--- src/bvc_consts.vh ---
`ifndef BVC_CONSTS_VH
`define BVC_CONSTS_VH
// Register subaddresses on the serial register port.
`define BVC_ADDR_BUCK2      8'h17
`define BVC_ADDR_BUCK3      8'h18
`define BVC_ADDR_GO         8'h1A
// Reset values.
`define BVC_RST_BUCK2       8'h99
`define BVC_RST_BUCK3       8'h8C
`define BVC_RST_BUCK3_ALT   8'h8C
`define BVC_RST_CODE2       6'h19
`define BVC_RST_CODE3       6'h0C
`define BVC_RST_GO          8'h00
`define BVC_GO_KEEP_MASK    8'h01
// Field positions.
`define BVC_PSKIP_BIT       7
`define BVC_RSVD_BIT        6
`define BVC_CODE_MSB        5
`define BVC_GO_BIT          7
`define BVC_VOLTAGE_CHANGE_GO_DISABLE_BIT      0
`define BVC_RSVD_MASK       8'hBF
// Blanking time in microseconds and the clock rate in MHz.
`define BVC_BLANK_US        5000
`define BVC_CLK_MHZ         250
`define BVC_BLANK_CYC       (`BVC_BLANK_US * `BVC_CLK_MHZ)
`define BVC_CNT_W           21
`endif

--- src/bvc_blank_timer.v ---
`timescale 1ns/1ps
`include "bvc_consts.vh"
module bvc_blank_timer #(
    parameter [20:0] BLANK_CYC = `BVC_BLANK_CYC
) (
    // Clock and reset.
    input  wire        core_clk,
    input  wire        rst,
    // Restart strobe and blanking state.
    input  wire        restart,
    output reg         blank_q
);
    reg [`BVC_CNT_W-1:0] cnt_q;

    // A write restarts the full interval; blanking holds while the count runs.
    always @(posedge core_clk) begin
        if (rst) begin
            cnt_q   <= {`BVC_CNT_W{1'b0}};
            blank_q <= 1'b0;
        end else if (restart) begin
            cnt_q   <= BLANK_CYC - 21'h00_0001;
            blank_q <= 1'b1;
        end else if (cnt_q != {`BVC_CNT_W{1'b0}}) begin
            cnt_q   <= cnt_q - 21'h00_0001;
            blank_q <= 1'b1;
        end else begin
            blank_q <= 1'b0;
        end
    end
endmodule // bvc_blank_timer

--- src/bvc_regs.v ---
`timescale 1ns/1ps
`include "bvc_consts.vh"
module bvc_regs #(
    parameter [20:0] BLANK_CYC = `BVC_BLANK_CYC
) (
    // Clock and reset.
    input  wire        core_clk,
    input  wire        rst,
    // Register port from the serial interface.
    input  wire        reg_wr,
    input  wire [7:0]  reg_addr,
    input  wire [7:0]  reg_wdata,
    output reg  [7:0]  reg_rdata,
    output wire        reg_wr_refused,
    // Protection unlock from the password logic.
    input  wire        unlock_ok,
    // Default-select resistor level, sampled after reset.
    input  wire        default_select_resistor,
    // Raw monitor results from buck3.
    input  wire        buck3_ov_raw,
    input  wire        buck3_uv_raw,
    // Converter controls.
    output reg  [5:0]  buck2_voltage_code,
    output reg  [5:0]  buck3_voltage_code,
    output wire        buck2_pulse_skip_enable,
    output wire        buck3_pulse_skip_enable,
    output wire        buck3_forced_pwm,
    output wire        buck3_ov_flag,
    output wire        buck3_uv_flag,
    output wire        buck3_blanking,
    output wire        voltage_change_go_disable
);
    reg  [7:0] buck2_q;
    reg  [7:0] buck3_q;
    reg  [7:0] go_q;
    reg        strap_done_q;
    wire       wr_b2;
    wire       wr_b3;
    wire       wr_go;
    wire       protected_hit;
    wire       apply;

    // Register map seen on the serial register port.
    //
    // Subaddress 0x17 holds the buck2 control byte.
    // Subaddress 0x18 holds the buck3 control byte.
    // Subaddress 0x1A holds the commit byte for voltage changes.
    // Any other subaddress reads back as zero and ignores writes.
    //
    // Layout of both buck control bytes.
    // Bit 7 is the pulse-skip enable; a zero in the buck3 byte also raises buck3_forced_pwm.
    // Bit 6 is reserved: it is never stored, so it always reads zero.
    // Bits 5 to 0 hold the requested output voltage code.
    //
    // Buck2 codes start at 0.850 V and climb 10 mV per step up to 32h.
    // Above 32h the step grows to 25 mV, so 3Fh gives 1.675 V.
    // Buck3 codes start at 0.900 V and climb 25 mV per step up to 1Ah.
    // Above 1Ah the step grows to 50 mV, so 3Fh gives 3.400 V.
    // The decoding of a code into a voltage lives in the analog part;
    // this block only holds and forwards the six-bit codes.
    //
    // Layout of the commit byte.
    // Bit 7 is the go request; it is acted on at the write and not kept.
    // Bit 0 is go-disable; while it is set, new codes pass straight on.
    // All other bits are dropped on write and read back as zero.
    //
    // Write protection.
    // Both buck bytes are guarded by the unlock level from the password
    // logic. A guarded write made while that level is low is dropped and
    // the refusal strobe rises in the same cycle, so the serial front end
    // can report a failed access to the host.
    //
    // Monitoring blanking.
    // Each accepted buck3 write restarts a blanking interval of BLANK_CYC
    // clocks. While it runs, the raw over- and under-voltage results of
    // buck3 are masked, because a step in the set point would otherwise
    // trip the window comparators before the output has settled. A second
    // write during the interval restarts it from the full length.
    //
    // Power-up default.
    // On the first clock after reset the buck3 byte is reloaded from the
    // default-select resistor level. Both choices are constants in the
    // header, so a board variant only needs a new constant.
    //
    // Timing.
    // Writes land on the edge that samples the write strobe. Read data is
    // registered and follows the subaddress one edge later. Applied codes
    // follow the stored bytes one edge after the commit condition.

    // True when a subaddress selects the given register.
    function bvc_hit;
        input [7:0] a;
        input [7:0] target;
        begin
            bvc_hit = (a == target);
        end
    endfunction

    // Clear reserved bit before storage.
    function [7:0] bvc_clean;
        input [7:0] v;
        begin
            bvc_clean = v & `BVC_RSVD_MASK;
        end
    endfunction

    // Write decode; guarded registers need the unlock level.
    assign protected_hit  = reg_wr && (bvc_hit(reg_addr, `BVC_ADDR_BUCK2) ||
                                       bvc_hit(reg_addr, `BVC_ADDR_BUCK3));
    assign reg_wr_refused = protected_hit && !unlock_ok;
    assign wr_b2 = reg_wr && unlock_ok && bvc_hit(reg_addr, `BVC_ADDR_BUCK2);
    assign wr_b3 = reg_wr && unlock_ok && bvc_hit(reg_addr, `BVC_ADDR_BUCK3);
    assign wr_go = reg_wr && bvc_hit(reg_addr, `BVC_ADDR_GO);
    // A go request commits once; a stored go-disable lets codes pass on.
    assign apply = (wr_go && (reg_wdata[`BVC_GO_BIT] ||
                              reg_wdata[`BVC_VOLTAGE_CHANGE_GO_DISABLE_BIT])) ||
                   voltage_change_go_disable;
    assign voltage_change_go_disable = go_q[`BVC_VOLTAGE_CHANGE_GO_DISABLE_BIT];

    // Register storage; buck3 default is re-chosen once after reset from the strap.
    always @(posedge core_clk) begin
        if (rst) begin
            buck2_q      <= `BVC_RST_BUCK2;
            buck3_q      <= `BVC_RST_BUCK3;
            go_q         <= `BVC_RST_GO;
            strap_done_q <= 1'b0;
        end else begin
            strap_done_q <= 1'b1;
            if (!strap_done_q) begin
                buck3_q <= default_select_resistor ? `BVC_RST_BUCK3_ALT
                                                   : `BVC_RST_BUCK3;
            end else if (wr_b3) begin
                buck3_q <= bvc_clean(reg_wdata);
            end
            if (wr_b2) begin
                buck2_q <= bvc_clean(reg_wdata);
            end
            if (wr_go) begin
                go_q <= reg_wdata & `BVC_GO_KEEP_MASK; // Only go-disable is kept.
            end
        end
    end

    // Voltage codes reach the converters only on a commit or with go-disable set.
    always @(posedge core_clk) begin
        if (rst) begin
            buck2_voltage_code <= `BVC_RST_CODE2;
            buck3_voltage_code <= `BVC_RST_CODE3;
        end else if (apply) begin
            buck2_voltage_code <= buck2_q[`BVC_CODE_MSB:0];
            buck3_voltage_code <= buck3_q[`BVC_CODE_MSB:0];
        end
    end

    assign buck2_pulse_skip_enable = buck2_q[`BVC_PSKIP_BIT];
    assign buck3_pulse_skip_enable = buck3_q[`BVC_PSKIP_BIT];
    assign buck3_forced_pwm        = ~buck3_q[`BVC_PSKIP_BIT];

    bvc_blank_timer #(
        .BLANK_CYC (BLANK_CYC)
    ) u_blank (
        .core_clk  (core_clk),
        .rst       (rst),
        .restart   (wr_b3),
        .blank_q   (buck3_blanking)
    );

    assign buck3_ov_flag = buck3_ov_raw && !buck3_blanking;
    assign buck3_uv_flag = buck3_uv_raw && !buck3_blanking;

    // Read data; reserved bit is stored as zero so reads return zero there.
    always @(posedge core_clk) begin
        if (rst) begin
            reg_rdata <= 8'h00;
        end else begin
            case (reg_addr)
                `BVC_ADDR_BUCK2: reg_rdata <= buck2_q;
                `BVC_ADDR_BUCK3: reg_rdata <= buck3_q;
                `BVC_ADDR_GO:    reg_rdata <= go_q;
                default:         reg_rdata <= `BVC_RST_GO;
            endcase
        end
    end
endmodule // bvc_regs

--- config.mk ---
export PLATFORM = sky130hd
export DESIGN_NAME = bvc_regs
export DESIGN_NICKNAME = d
export VERILOG_FILES = /design/src/bvc_blank_timer.v /design/src/bvc_regs.v
export VERILOG_INCLUDE_DIRS = /design/src
export SDC_FILE = /design/constraint.sdc
export NUM_CORES = 1
export LEC_CHECK = 0
export ABC_CLOCK_PERIOD_IN_PS = 5800
export BUFFER_PORTS_ARGS = -buffer_cell sky130_fd_sc_hd__buf_2
export CAP_MARGIN = 20
export CORE_ASPECT_RATIO = 0.7
export CORE_MARGIN = 4
export CORE_UTILIZATION = 50
export DETAILED_ROUTE_END_ITERATION = 7
export GPL_TIMING_DRIVEN = 0
export PLACE_DENSITY = 0.74
export SETUP_SLACK_MARGIN = 0.3
export SYNTH_ARGS = -nofsm -noshare
export SYNTH_HDL_FRONTEND = slang
export SYNTH_SLANG_ARGS = --single-unit
--- constraint.sdc ---
create_clock -name core_clk -period 5.8 [get_ports core_clk]
set_input_delay 0.29 -clock core_clk [delete_from_list [all_inputs] [get_ports core_clk]]
set_output_delay 0.29 -clock core_clk [all_outputs]
set_load 0.1 [all_outputs]
# == Word level (Yosys, flattened, before mapping) ==
# Index checks and enable logic that the tools add are counted.
# op_classes
div,0
muxes,6
n_reduce_logical,18
bitwise_logic,2
eq_ne,3
order_cmp,0
addsub,1
mul,0
shift,0
# op_table
cell,count
$mux W21,2
$eq A8 B5 Y1 const B,3
$pmux W8 S3,1
$reduce_bool A21 Y1,1
$sub A21 B1 Y21 const B,1
$logic_and A1 B1 Y1,9
$reduce_or A2 Y1,2
$logic_or A1 B1 Y1,3
$mux W1,3
$logic_not A1 Y1,2
$not A1 Y1,2
$reduce_bool A2 Y1,1
# totals
in_bits,23
rom_bits,0
n_memories,0
out_inout_bits,28
latchBits,0
ram_bits,0
regBits,58

# == Logic depth before layout (Yosys ltp) ==
# Gate-level depths: netlist (run 1).
# logic_depth
word_depth,4
depth_mapped,7
ltp_nobuf,6

# == Modules after synthesis ==
# A second synthesis (run 1) with hierarchy kept.
# hier_totals
cells_unflattened,311
area_unflattened_um2,2803.9
# modules_own_cells
module,area_each_um2,seq_area_each_um2,cells_per_inst,n_inst
bvc_regs,1609.0,700.7,169,1
bvc_blank_timer,1194.9,440.4,142,1

# == Least setup slack after synthesis (run 1) ==
# Ideal clock, no wire load.
# synth_timing
path_kind,input port to output port
start,in reg_addr[5]
end,out reg_wr_refused
path_slack_ns,1.721
cell_stages,4
arrival_ns,3.789
n_path_buf,0
path_cell_list,or4b_2 -> nor3_1 -> nor2_1 -> nor3b_1
# synth_via
elab_chain_len,4
word_cells_on_any_way,5
classes_between,eq/ne: 2; reduce/logical: 3
# synth_rtl
element,line,rtl
from (decl),bvc_regs.v:11,"input wire [7:0] reg_addr,"
$eq A8 B5 Y1,bvc_regs.v:95,bvc_hit = (a == target);
$logic_or A1 B1 Y1 *,bvc_regs.v:108,"assign protected_hit = reg_wr && (bvc_hit(reg_addr, `BVC_ADDR_BUCK2) ||"
$logic_and A1 B1 Y1 *,bvc_regs.v:108,
$logic_and A1 B1 Y1 *,bvc_regs.v:110,assign reg_wr_refused = protected_hit && !unlock_ok;
to (decl),bvc_regs.v:14,"output wire reg_wr_refused,"
# Mark *: on every way between the ends. The rest lies on a longest branch, timed or not.

# == Worst setup path in the final report (run 1) ==
# Same ends and word-level chain as after synthesis.

==> run_results.csv, run 1 <==
group,metric,value,unit
run_status,status,"complete, no violations",
worst_setup_path,required,5.51,ns
finish,fin_util,63.2,%
floorplanning,fp.dieH,67.7,µm
worst_setup_path,crit_arrival,2.65,ns
worst_hold_path,holdPathEnd,"buck3_q[3]",
synthesis,dominantRegCellSynth,"dfxtp_1",
floorplanning,start_util,52.6,%
power_and_ir_drop,vdd_drop_max,284,µV
sta,max_freq,340,MHz
finish,fillers,454,
finish,antennaDiodeCount,0,
synthesis,synthesis.nets,312,
detailed_routing,ant_nets,0,
floorplanning,io_pins,51,
power_and_ir_drop,p_leak,1.31,nW
synthesis,synth_cell_types,46,
detailed_routing,wl,6390,µm
global_route,grt_util_met2,28.0,%
sta,setup-violations-final,0,
worst_setup_path,reg2reg_from,"u_blank.cnt_q[16]",
detailed_routing,drt_iter0_markers,196,
synthesis,syn_inst,287,
cts,cts.repair.resized,0,
worst_setup_path,end_kind,"output port",
worst_hold_path,min_path_type,"input pin to flip-flop",
detailed_routing,routed_via_density,5.61,
worst_hold_path,hp-start,"reg_wdata[3]",
sta,final-hold-violation-count,0,
finish,fin_cells,418,
worst_setup_path,crit_path_max_fanout,7,
floorplanning,dieArea,6310,µm²
placement,io_buffer_count,45,
global_route,met3_usage,7.46,%
worst_setup_path,path_class,"input pin to output port",
worst_setup_path,reg2reg_depth,5,
finish,syn_to_final_growth,20.2,%
synthesis,synth_edf_count,0,
global_route,use_met1,29.9,%
worst_setup_path,timing.rr.end,"u_blank.cnt_q[1]",
placement,place_area,2850,µm²
synthesis,synth.avg_cell_area,8.86,µm²
sta,slew_violations,0,
floorplanning,fp.dieW,93.2,µm
worst_setup_path,start_kind,"input pin",
floorplanning,rows,21,
sta,tightest_slew,0.981,ns
synthesis,ys_warn_count,0,
sta,skew,0.00731,ns
detailed_routing,vias,2344,
synthesis,synth_most_common_cell,"dfxtp_1",
global_route,antenna_found_initial,0,
detailed_routing,drc,0,
global_route,grt_pass1_vias,2024,
detailed_routing,avgRoutedWirePerCell,15.3,µm
placement,hpwlAfterDp,4580,µm
sta,rsz0062_at_grt,"no",
cts,cts-htree-levels,3,
cts,post-cts-setup-buffer-count,0,
power_and_ir_drop,powerDensity,484,nW/µm²
cts,cts_tree,"built",
floorplanning,core,4830,µm²
sta,slew_headroom,34.0,%
cts,clk-insertion-delay-late,0.33,ns
placement,gp_congestion,0.868,
cts,cts_max_path_buffers,2,
cts,cts.clk_slew.worst_paths,0.07,ns
run,timing.max_cap.violations,0,
finish,fin_nets,369,
worst_hold_path,min_path_cells,3,
worst_setup_path,r2r_slack,3.29,ns
synthesis,synthTopCellsByCount,"dfxtp_1 (57), nand2_1 (32), nor2_1 (29)",
cts,cts_buffers,9,
synthesis,synth-seq-cells,57,
global_route,globalRouteTotalUtil,20.7,%
global_route,grt_max_degree,11,
synthesis,seq_area_frac_synth,44.9,%
finish,final_area,3060,µm²
cts,cts_hold_buf,0,
placement,dp.cells,401,
synthesis,synth.area.top_cells,"dfxtp_1 (45%), mux2i_1 (9.8%), nand2_1 (4.7%)",
global_route,grt.busiest_layer,"met1",
cts,ctsRootBufferMaster,"clkbuf_8",
global_route,grt_overflow,0,
cts,cts_num_sinks,57,
sta,final.period_utilization,50.7,%
finish,drive_above_1_share,20.1,%
synthesis,synthArstFlopShare,0,%
sta,final.setup.tns,0,ns
detailed_routing,firstDrtPassIters,4,
global_route,grt_pass1_wl,9990,µm
synthesis,synth_top_area_share,44.9,%
synthesis,synth_top_area_cell,"dfxtp_1",
sta,layout_min_cycle_time,2.94,ns
synthesis,syn_area,2540,µm²
==> worst max-delay path by stage <==
| stage | start | to | slack [ns] | depth (start not counted) |
|---|---|---|---|---|
| after detailed placement | reg_addr[5] | reg_wr_refused | 2.89 | 6 |
| after floorplan | reg_addr[5] | reg_wr_refused | 1.72 | 4 |
| after global placement | reg_addr[5] | reg_wr_refused | 2.88 | 6 |
| after CTS | reg_addr[5] | reg_wr_refused | 2.89 | 6 |
| after global routing | reg_addr[5] | reg_wr_refused | 2.76 | 6 |
| final | reg_addr[5] | reg_wr_refused | 2.86 | 6 |
==> per-stage QoR <==
step | hold WS (ns) | total power, mW | worst slack [ns]
6_report | 0.192 | 1.48 | 2.86
5_1_grt | 0.191 | 1.58 | 2.76
4_1_cts | 0.178 | 1.47 | 2.89
3_5_place_dp | 0.463 | 1.10 | 2.89
3_3_place_gp | 0.455 | 1.09 | 2.88
2_1_floorplan | 0.412 | 0.970 | 1.72
==> routing by layer <==
metal  part of all wire [%]  vias up  wire [µm]
met2                     41       79       2600
met3                    8.0        6        511
met4                   0.91        0         58
met5                      0        -          0
li1                       -     1173          -
met1                     50     1086       3220
==> kinds of logic (layout without fill, tap and decap cells) <==
kind of cell	count (synthesis)	after routing	share of synthesized area, %
adder cells (fa/ha/maj)	2	2	0.984
buffers and inverters	20	82	3.25
AO/OA/AOI/OAI	56	56	14.8
flip-flops	57	57	44.9
other	1	1	0.147
AND/OR/NAND/NOR	126	126	26.1
multiplexers	25	25	9.84
==> worst max-delay path: stages <==
cell and delay [ns]:
buf_2 0.10, or4b_2 0.73, nor3_1 0.76, nor2_1 0.12, nor3b_1 0.20, buf_2 0.45
==> report_power, final <==
group / total, mW / internal (mW) / switching, mW / leakage [nW]
combinational: 0.592 / 0.209 / 0.383 / 0.747
clock: 0.366 / 0.208 / 0.158 / 0.0953
sequential: 0.520 / 0.453 / 0.0671 / 0.463
total: 1.48 / 0.871 / 0.608 / 1.31
==> flip-flops by register name, summed over array words and instances, names as in the netlist <==
| name | cells |
|---|---|
| strap_done_q | 1 |
| buck2_voltage_code | 6 |
| buck3_q | 7 |
| u_blank.blank_q | 1 |
| buck3_voltage_code | 6 |
| go_q | 1 |
| u_blank.cnt_q | 21 |
| buck2_q | 7 |
| reg_rdata | 7 |
==> final cells by class <==
class	count	area, µm²	share of cell area [%]
Sequential cell	57	1140	37.3
Tap cell	69	86.3	2.83
Timing Repair Buffer	46	230	7.53
Clock inverter	5	55.1	1.80
Buffer	14	60.1	1.97
Multi-Input combinational cell	210	1320	43.2
Clock buffer	11	141	4.63
Inverter	6	22.5	0.737
==> cell usage in the layout (no fill, tap or decap), types with 6 or more instances in the layout <==
cell type | netlist | routed
inv_1 | 6 | 6
dfxtp_1 | 57 | 57
nor4_1 | 8 | 8
mux2i_1 | 25 | 25
clkbuf_8 | 0 | 10
a31oi_1 | 7 | 7
nor2_1 | 29 | 29
o31ai_1 | 8 | 8
or4_1 | 12 | 12
clkbuf_1 | 9 | 10
buf_2 | 2 | 47
a22oi_1 | 6 | 6
nand2_1 | 32 | 32
nor3_1 | 6 | 6
a21oi_1 | 14 | 14
(Power assumes the default switching activity.)
==> run 2: changes to the inputs <==
Settings changed: ABC_CLOCK_PERIOD_IN_PS 5800 to 2700, CORE_UTILIZATION 50 to 49, PLACE_DENSITY 0.74 to 0.75.
Clock period 5.8 ns to 2.7 ns, I/O delays scaled along.
==> run 2 against run 1 <==
Worst setup slack lost 2.5 ns. Global-route usage grew 0.53 points. Register-to-register slack lost 2.9 ns. Cell count is the same. Hold slack lost 0.17 ns. First-iteration DRC count grew 13%. Sequential share of layout area shrank 0.28 points. Routed wire length grew 2.3%. Critical path depth shrank 1. Critical endpoint is now u_blank.cnt_q[1]. Highest routed layer unchanged.
==> run_results.csv, run 2 (synthesized netlist as in run 1, its figures left out) <==
group,metric,value,unit
global_route,grt_util_met2,30.0,%
floorplanning,io_pins,51,
sta,final.period_utilization,86.6,%
detailed_routing,routed_via_density,5.78,
global_route,grt.busiest_layer,"met2",
detailed_routing,avgRoutedWirePerCell,15.6,µm
detailed_routing,drt_iter0_markers,222,
power_and_ir_drop,sequentialPowerShare,35.7,%
sta,setup-violations-final,0,
detailed_routing,vias,2418,
power_and_ir_drop,p_sw,1.34,mW
worst_setup_path,required,2.95,ns
cts,cts_buffers,9,
sta,slew_violations,0,
power_and_ir_drop,vdd_drop_max,446,µV
global_route,use_met1,29.7,%
worst_setup_path,crit_path_max_fanout,10,
sta,rsz0062_at_grt,"yes",
sta,skew,0.00813,ns
finish,antennaDiodeCount,0,
power_and_ir_drop,p_leak,1.32,nW
worst_setup_path,end_kind,"flip-flop",
worst_hold_path,min_path_type,"input pin to flip-flop",
global_route,grt_pass1_vias,2088,
placement,hpwlAfterDp,4650,µm
floorplanning,fp.dieH,68.3,µm
detailed_routing,drc,0,
sta,max_freq,428,MHz
detailed_routing,ant_nets,0,
global_route,antenna_found_initial,0,
cts,cts-htree-levels,3,
sta,tightest_slew,1.00,ns
worst_hold_path,min_path_cells,3,
floorplanning,rows,21,
sta,slew_headroom,33.0,%
worst_setup_path,reg2reg_depth,5,
finish,final_cell_mix,"dfxtp_1 (55), buf_2 (47), nand2_1 (32)",
finish,top_register,"u_blank.cnt_q",
finish,fillers,437,
worst_setup_path,path_class,"flip-flop to flip-flop",
run,timing.max_cap.violations,0,
power_and_ir_drop,p_int,1.83,mW
finish,fin_nets,369,
cts,ctsRootBufferMaster,"clkbuf_8",
sta,final-hold-violation-count,0,
finish,largest_reg_flops,21,
finish,fin_cells,418,
worst_setup_path,start_kind,"flip-flop",
finish,final_area,3090,µm²
cts,post-cts-setup-buffer-count,0,
sta,final.setup.tns,0,ns
placement,gp_congestion,0.867,
cts,cts_hold_buf,0,
finish,syn_to_final_growth,21.4,%
cts,cts_tree,"built",
cts,clk-insertion-delay-late,0.34,ns
global_route,grt_overflow,0,
run_status,status,"complete, no violations",
power_and_ir_drop,swShare,42.2,%
power_and_ir_drop,pwr-share-clk,23.1,%
detailed_routing,wl,6540,µm
cts,cts_max_path_buffers,2,
cts,cts_num_sinks,57,
finish,final_common_cell,"dfxtp_1",
worst_setup_path,crit_arrival,2.59,ns
sta,layout_min_cycle_time,2.34,ns
finish,drive_above_1_share,22.3,%
finish,fin_util,63.1,%
global_route,grt_max_degree,11,
detailed_routing,firstDrtPassIters,5,
global_route,grt_pass1_wl,10300,µm
placement,io_buffer_count,45,
floorplanning,start_util,52.0,%
power_and_ir_drop,powerDensity,1020,nW/µm²
floorplanning,core,4890,µm²
floorplanning,dieArea,6420,µm²
global_route,met3_usage,5.93,%
cts,cts.clk_slew.worst_paths,0.07,ns
placement,place_area,2870,µm²
floorplanning,fp.dieW,94.1,µm
global_route,globalRouteTotalUtil,21.2,%
power_and_ir_drop,pwr-share-comb,41.1,%
sta,hold_slack,0.0227,ns
placement,dp.cells,401,
-- run 2: cell types whose count changed in the layout (fill, tap and decap cells not counted), moves of 2 or more --
| cell | delta |
|---|---|
| dfxtp_2 | +2 |
| nor4_1 | -2 |
| nor4_2 | +2 |
| dfxtp_1 | -2 |
| buf_4 | +2 |
| clkbuf_2 | -2 |
-- run 2: final cells by class --
| class | count | area, µm² | area share [%] |
|---|---|---|---|
| multi-input cells | 210 | 1360 | 44.0 |
| repair buffers | 46 | 230 | 7.46 |
| well taps | 69 | 86.3 | 2.80 |
| flip-flops and latches | 57 | 1140 | 37.1 |
| clock buffers | 11 | 151 | 4.91 |
| plain buffers | 14 | 65.1 | 2.11 |
| inverters | 6 | 22.5 | 0.730 |
| clock inverters | 5 | 30.0 | 0.973 |
-- run 2: path summary, 6_finish.rpt --
path	from	to	slack (ns)
worst max-delay path	u_blank.cnt_q[16]	u_blank.cnt_q[1]	0.36
worst min-delay path	reg_wdata[2]	buck3_q[2]	0.02
worst max register to register	u_blank.cnt_q[16]	u_blank.cnt_q[1]	0.36
worst min register to register	buck3_q[4]	buck3_q[4]	0.48
-- run 2: critical path: stages, from the launching register on --
cell      delay, ns
dfxtp_1        0.35
or4_1          0.63
nor4_2         0.45
clkbuf_1       0.37
nand2_1        0.16
a311oi_1       0.28
-- run 2: per-stage QoR --
stage / worst slack, ns / power, mW
after floorplan: 0.380 / 2.08
after global placement: 0.321 / 2.33
after detailed placement: 0.262 / 2.37
after CTS: 0.306 / 3.10
after global routing: 0.223 / 3.37
final: 0.363 / 3.16
-- run 2: per-layer routing --
metal	part of all wire, %	wire length (µm)	vias to the layer above
met3	9.2	600	14
met2	42	2720	111
met1	47	3090	1112
li1	-	-	1181
met4	1.9	126	0
met5	0	0	-
-- run 2: what timing repair did --
action,4_1_cts,5_1_grt
endpoints found under the hold margin,0,0
endpoints found under the setup margin,1,13
cloned,0,0
pin swaps,0,1
resized for setup,2,8
-- run 2: power groups by stage --
| stage | Sequential, mW | Combinational (mW) | Clock (mW) |
|---|---|---|---|
| after floorplan | 1.13 | 0.951 | 0 |
| final | 1.13 | 1.30 | 0.731 |
| after CTS | 1.12 | 1.25 | 0.737 |
| after global routing | 1.16 | 1.44 | 0.774 |
| after global placement | 1.12 | 1.21 | 0 |
| after detailed placement | 1.13 | 1.24 | 0 |
==> run 3: changes to the inputs <==
Settings changed: ABC_AREA set to 1, CAP_MARGIN 20 to unset, CORE_MARGIN 4 to 2.
==> run 3 against run 2 <==
Final area increased by 2.3%. Synthesized cell count increased by 33%. Worst setup slack improved by 0.46 ns. Core utilization decreased by 2.8 points. Cell count increased by 23%. Maximum frequency increased by 24%. Area after synthesis increased by 3.8%. Critical endpoint is now reg_wr_refused. Largest power group unchanged.
==> run_results.csv, run 3 <==
group,metric,value,unit
worst_setup_path,cp_slowest_stage_delay,0.43,ns
detailed_routing,firstDrtPassIters,4,
worst_setup_path,required,2.57,ns
floorplanning,fp.dieW,91.7,µm
synthesis,synth.area.top_cells,"dfxtp_1 (43%), nand2_1 (15%), nor2_1 (11%)",
global_route,globalRouteTotalUtil,22.8,%
placement,hpwlAfterDp,4750,µm
sta,final.period_utilization,69.6,%
cts,clk-insertion-delay-late,0.33,ns
synthesis,dominantRegCellSynth,"dfxtp_1",
synthesis,syn_inst,382,
finish,fillers,499,
placement,gp_congestion,0.889,
global_route,grt_pass1_wl,10600,µm
floorplanning,core,5230,µm²
detailed_routing,vias,2591,
synthesis,syn_area,2640,µm²
synthesis,synth_edf_count,0,
sta,setup_ws,0.821,ns
worst_setup_path,start_kind,"input pin",
floorplanning,fp.dieH,65.4,µm
worst_setup_path,crit_path_max_fanout,8,
cts,cts_buffers,9,
sta,skew,0.00651,ns
synthesis,synthesis.nets,407,
sta,final-hold-violation-count,0,
finish,multi_input_area,1320,µm²
global_route,antenna_found_initial,0,
global_route,grt_pass1_vias,2256,
floorplanning,start_util,50.5,%
synthesis,synth_cell_types,28,
sta,hold_slack,0.0336,ns
floorplanning,io_pins,51,
synthesis,synth_top_area_share,43.2,%
worst_setup_path,path_class,"input pin to output port",
worst_setup_path,end_kind,"output port",
power_and_ir_drop,powerDensity,980,nW/µm²
finish,regArea,1140,µm²
cts,cts.repair.resized,0,
run,timing.max_cap.violations,0,
worst_hold_path,min_path_type,"input pin to flip-flop",
synthesis,synthArstFlopShare,0,%
finish,top_register,"u_blank.cnt_q",
worst_setup_path,crit_arrival,1.74,ns
finish,antennaDiodeCount,0,
cts,ctsRootBufferMaster,"clkbuf_8",
finish,final_cell_mix,"nand2_1 (106), nor2_1 (76), dfxtp_1 (57)",
placement,io_buffer_count,46,
sta,slew_violations,0,
cts,cts_tree,"built",
run_status,status,"complete, no violations",
detailed_routing,avgRoutedWirePerCell,12.6,µm
sta,rsz0062_at_grt,"no",
cts,cts_num_sinks,57,
worst_setup_path,crit_chain,"buf_2, inv_1, nand2_1, nor3_4, nand2_1, nor3_4, o21ai_0, nor2_1, buf_2",
power_and_ir_drop,p_leak,1.60,nW
global_route,grt_overflow,0,
detailed_routing,ant_nets,0,
detailed_routing,drt_iter0_markers,194,
finish,final_common_cell,"nand2_1",
worst_setup_path,slowest_stage,"buf_2",
synthesis,ys_warn_count,0,
cts,cts.clk_slew.worst_paths,0.07,ns
placement,dpl_worst_slack,0.835,ns
sta,final.setup.tns,0,ns
finish,largest_reg_flops,21,
sta,layout_min_cycle_time,1.88,ns
synthesis,seq_area_frac_synth,43.2,%
cts,post-cts-setup-buffer-count,0,
synthesis,synth_top_area_cell,"dfxtp_1",
cts,cts_max_path_buffers,2,
finish,fin_nets,464,
detailed_routing,routed_via_density,5.02,
power_and_ir_drop,vdd_drop_max,455,µV
cts,cts_hold_buf,0,
synthesis,synth-seq-cells,57,
cts,cts-htree-levels,3,
global_route,grt_max_degree,11,
sta,setup-violations-final,0,
floorplanning,dieArea,6000,µm²
synthesis,synthTopCellsByCount,"nand2_1 (106), nor2_1 (76), dfxtp_1 (57)",
finish,drive_above_1_share,19.1,%
finish,syn_to_final_growth,19.5,%
detailed_routing,wl,6490,µm
detailed_routing,drc,0,
synthesis,synth_most_common_cell,"nand2_1",
sta,max_freq,532,MHz
synthesis,synth.avg_cell_area,6.91,µm²
floorplanning,rows,22,
## run 3: cell types whose count changed in the layout (fill, tap and decap cells not counted), sizes merged, moves of 9 or more
cell | before | now
nand2 | 32 | 109
or4 | 12 | 0
nor2 | 29 | 78
a21oi | 14 | 23
inv | 6 | 28
nand3 | 5 | 29
mux2i | 25 | 0
## run 3: layout make-up
cell class	count	share of cell area (%)
multi-input combinational	286	42.0
sequential	57	36.2
timing repair buffer	46	7.30
clock buffer	10	4.36
inverter	29	3.45
tap	72	2.85
buffer	10	2.10
clock inverter	6	1.82
## run 3: worst paths after layout
check                         from               endpoint  slack [ns]  depth (start not counted)
max                    reg_addr[5]         reg_wr_refused        0.82                          9
min                   reg_wdata[3]             buck2_q[3]        0.03                          3
max reg2reg       u_blank.cnt_q[0]      u_blank.cnt_q[16]        1.09                          7
min reg2reg  buck3_voltage_code[2]  buck3_voltage_code[2]        0.45                          2
## run 3: kinds of logic after synthesis
kind of cell,Yosys count,synth area share (%)
AO/OA/AOI/OAI,39,7.77
flip-flops,57,43.2
adder cells (fa/ha/maj),2,0.948
AND/OR/NAND/NOR,237,39.0
XOR/XNOR,7,2.32
buffers and inverters,39,6.63
other,1,0.142
## run 3: per-stage QoR
stage	util [%]	power, mW	std cells	instance area, µm²
after CTS	60.3	3.09	516	3160
after global placement	56.6	2.28	500	2960
after floorplan	-	2.07	382	2640
after global routing	60.3	3.34	516	3160
final	60.3	3.09	516	3160
after detailed placement	56.6	2.30	500	2960
## run 3: where the power goes
group	leakage, nW	switching (mW)	total, mW	internal, mW
combinational	1.03	0.802	1.24	0.435
sequential	0.463	0.114	1.08	0.964
clock	0.102	0.334	0.778	0.444
## run 3: metal layers
metal / share of wire, % / wire length (µm) / global-route usage [%] / vias to the layer above
li1: - / - / - / 1326
met1: 52 / 3350 / 34.7 / 1163
met2: 39 / 2560 / 30.1 / 100
met3: 8.6 / 558 / 7.22 / 2
met4: 0.42 / 27 / 7.46 / 0
met5: 0 / 0 / 0 / -
## run 3: worst max-delay path: cells and delay by family
family | cells | cell delay [ns]
compound gates | 1 | 0.15
buf+inv | 3 | 0.56
simple gates | 5 | 0.88
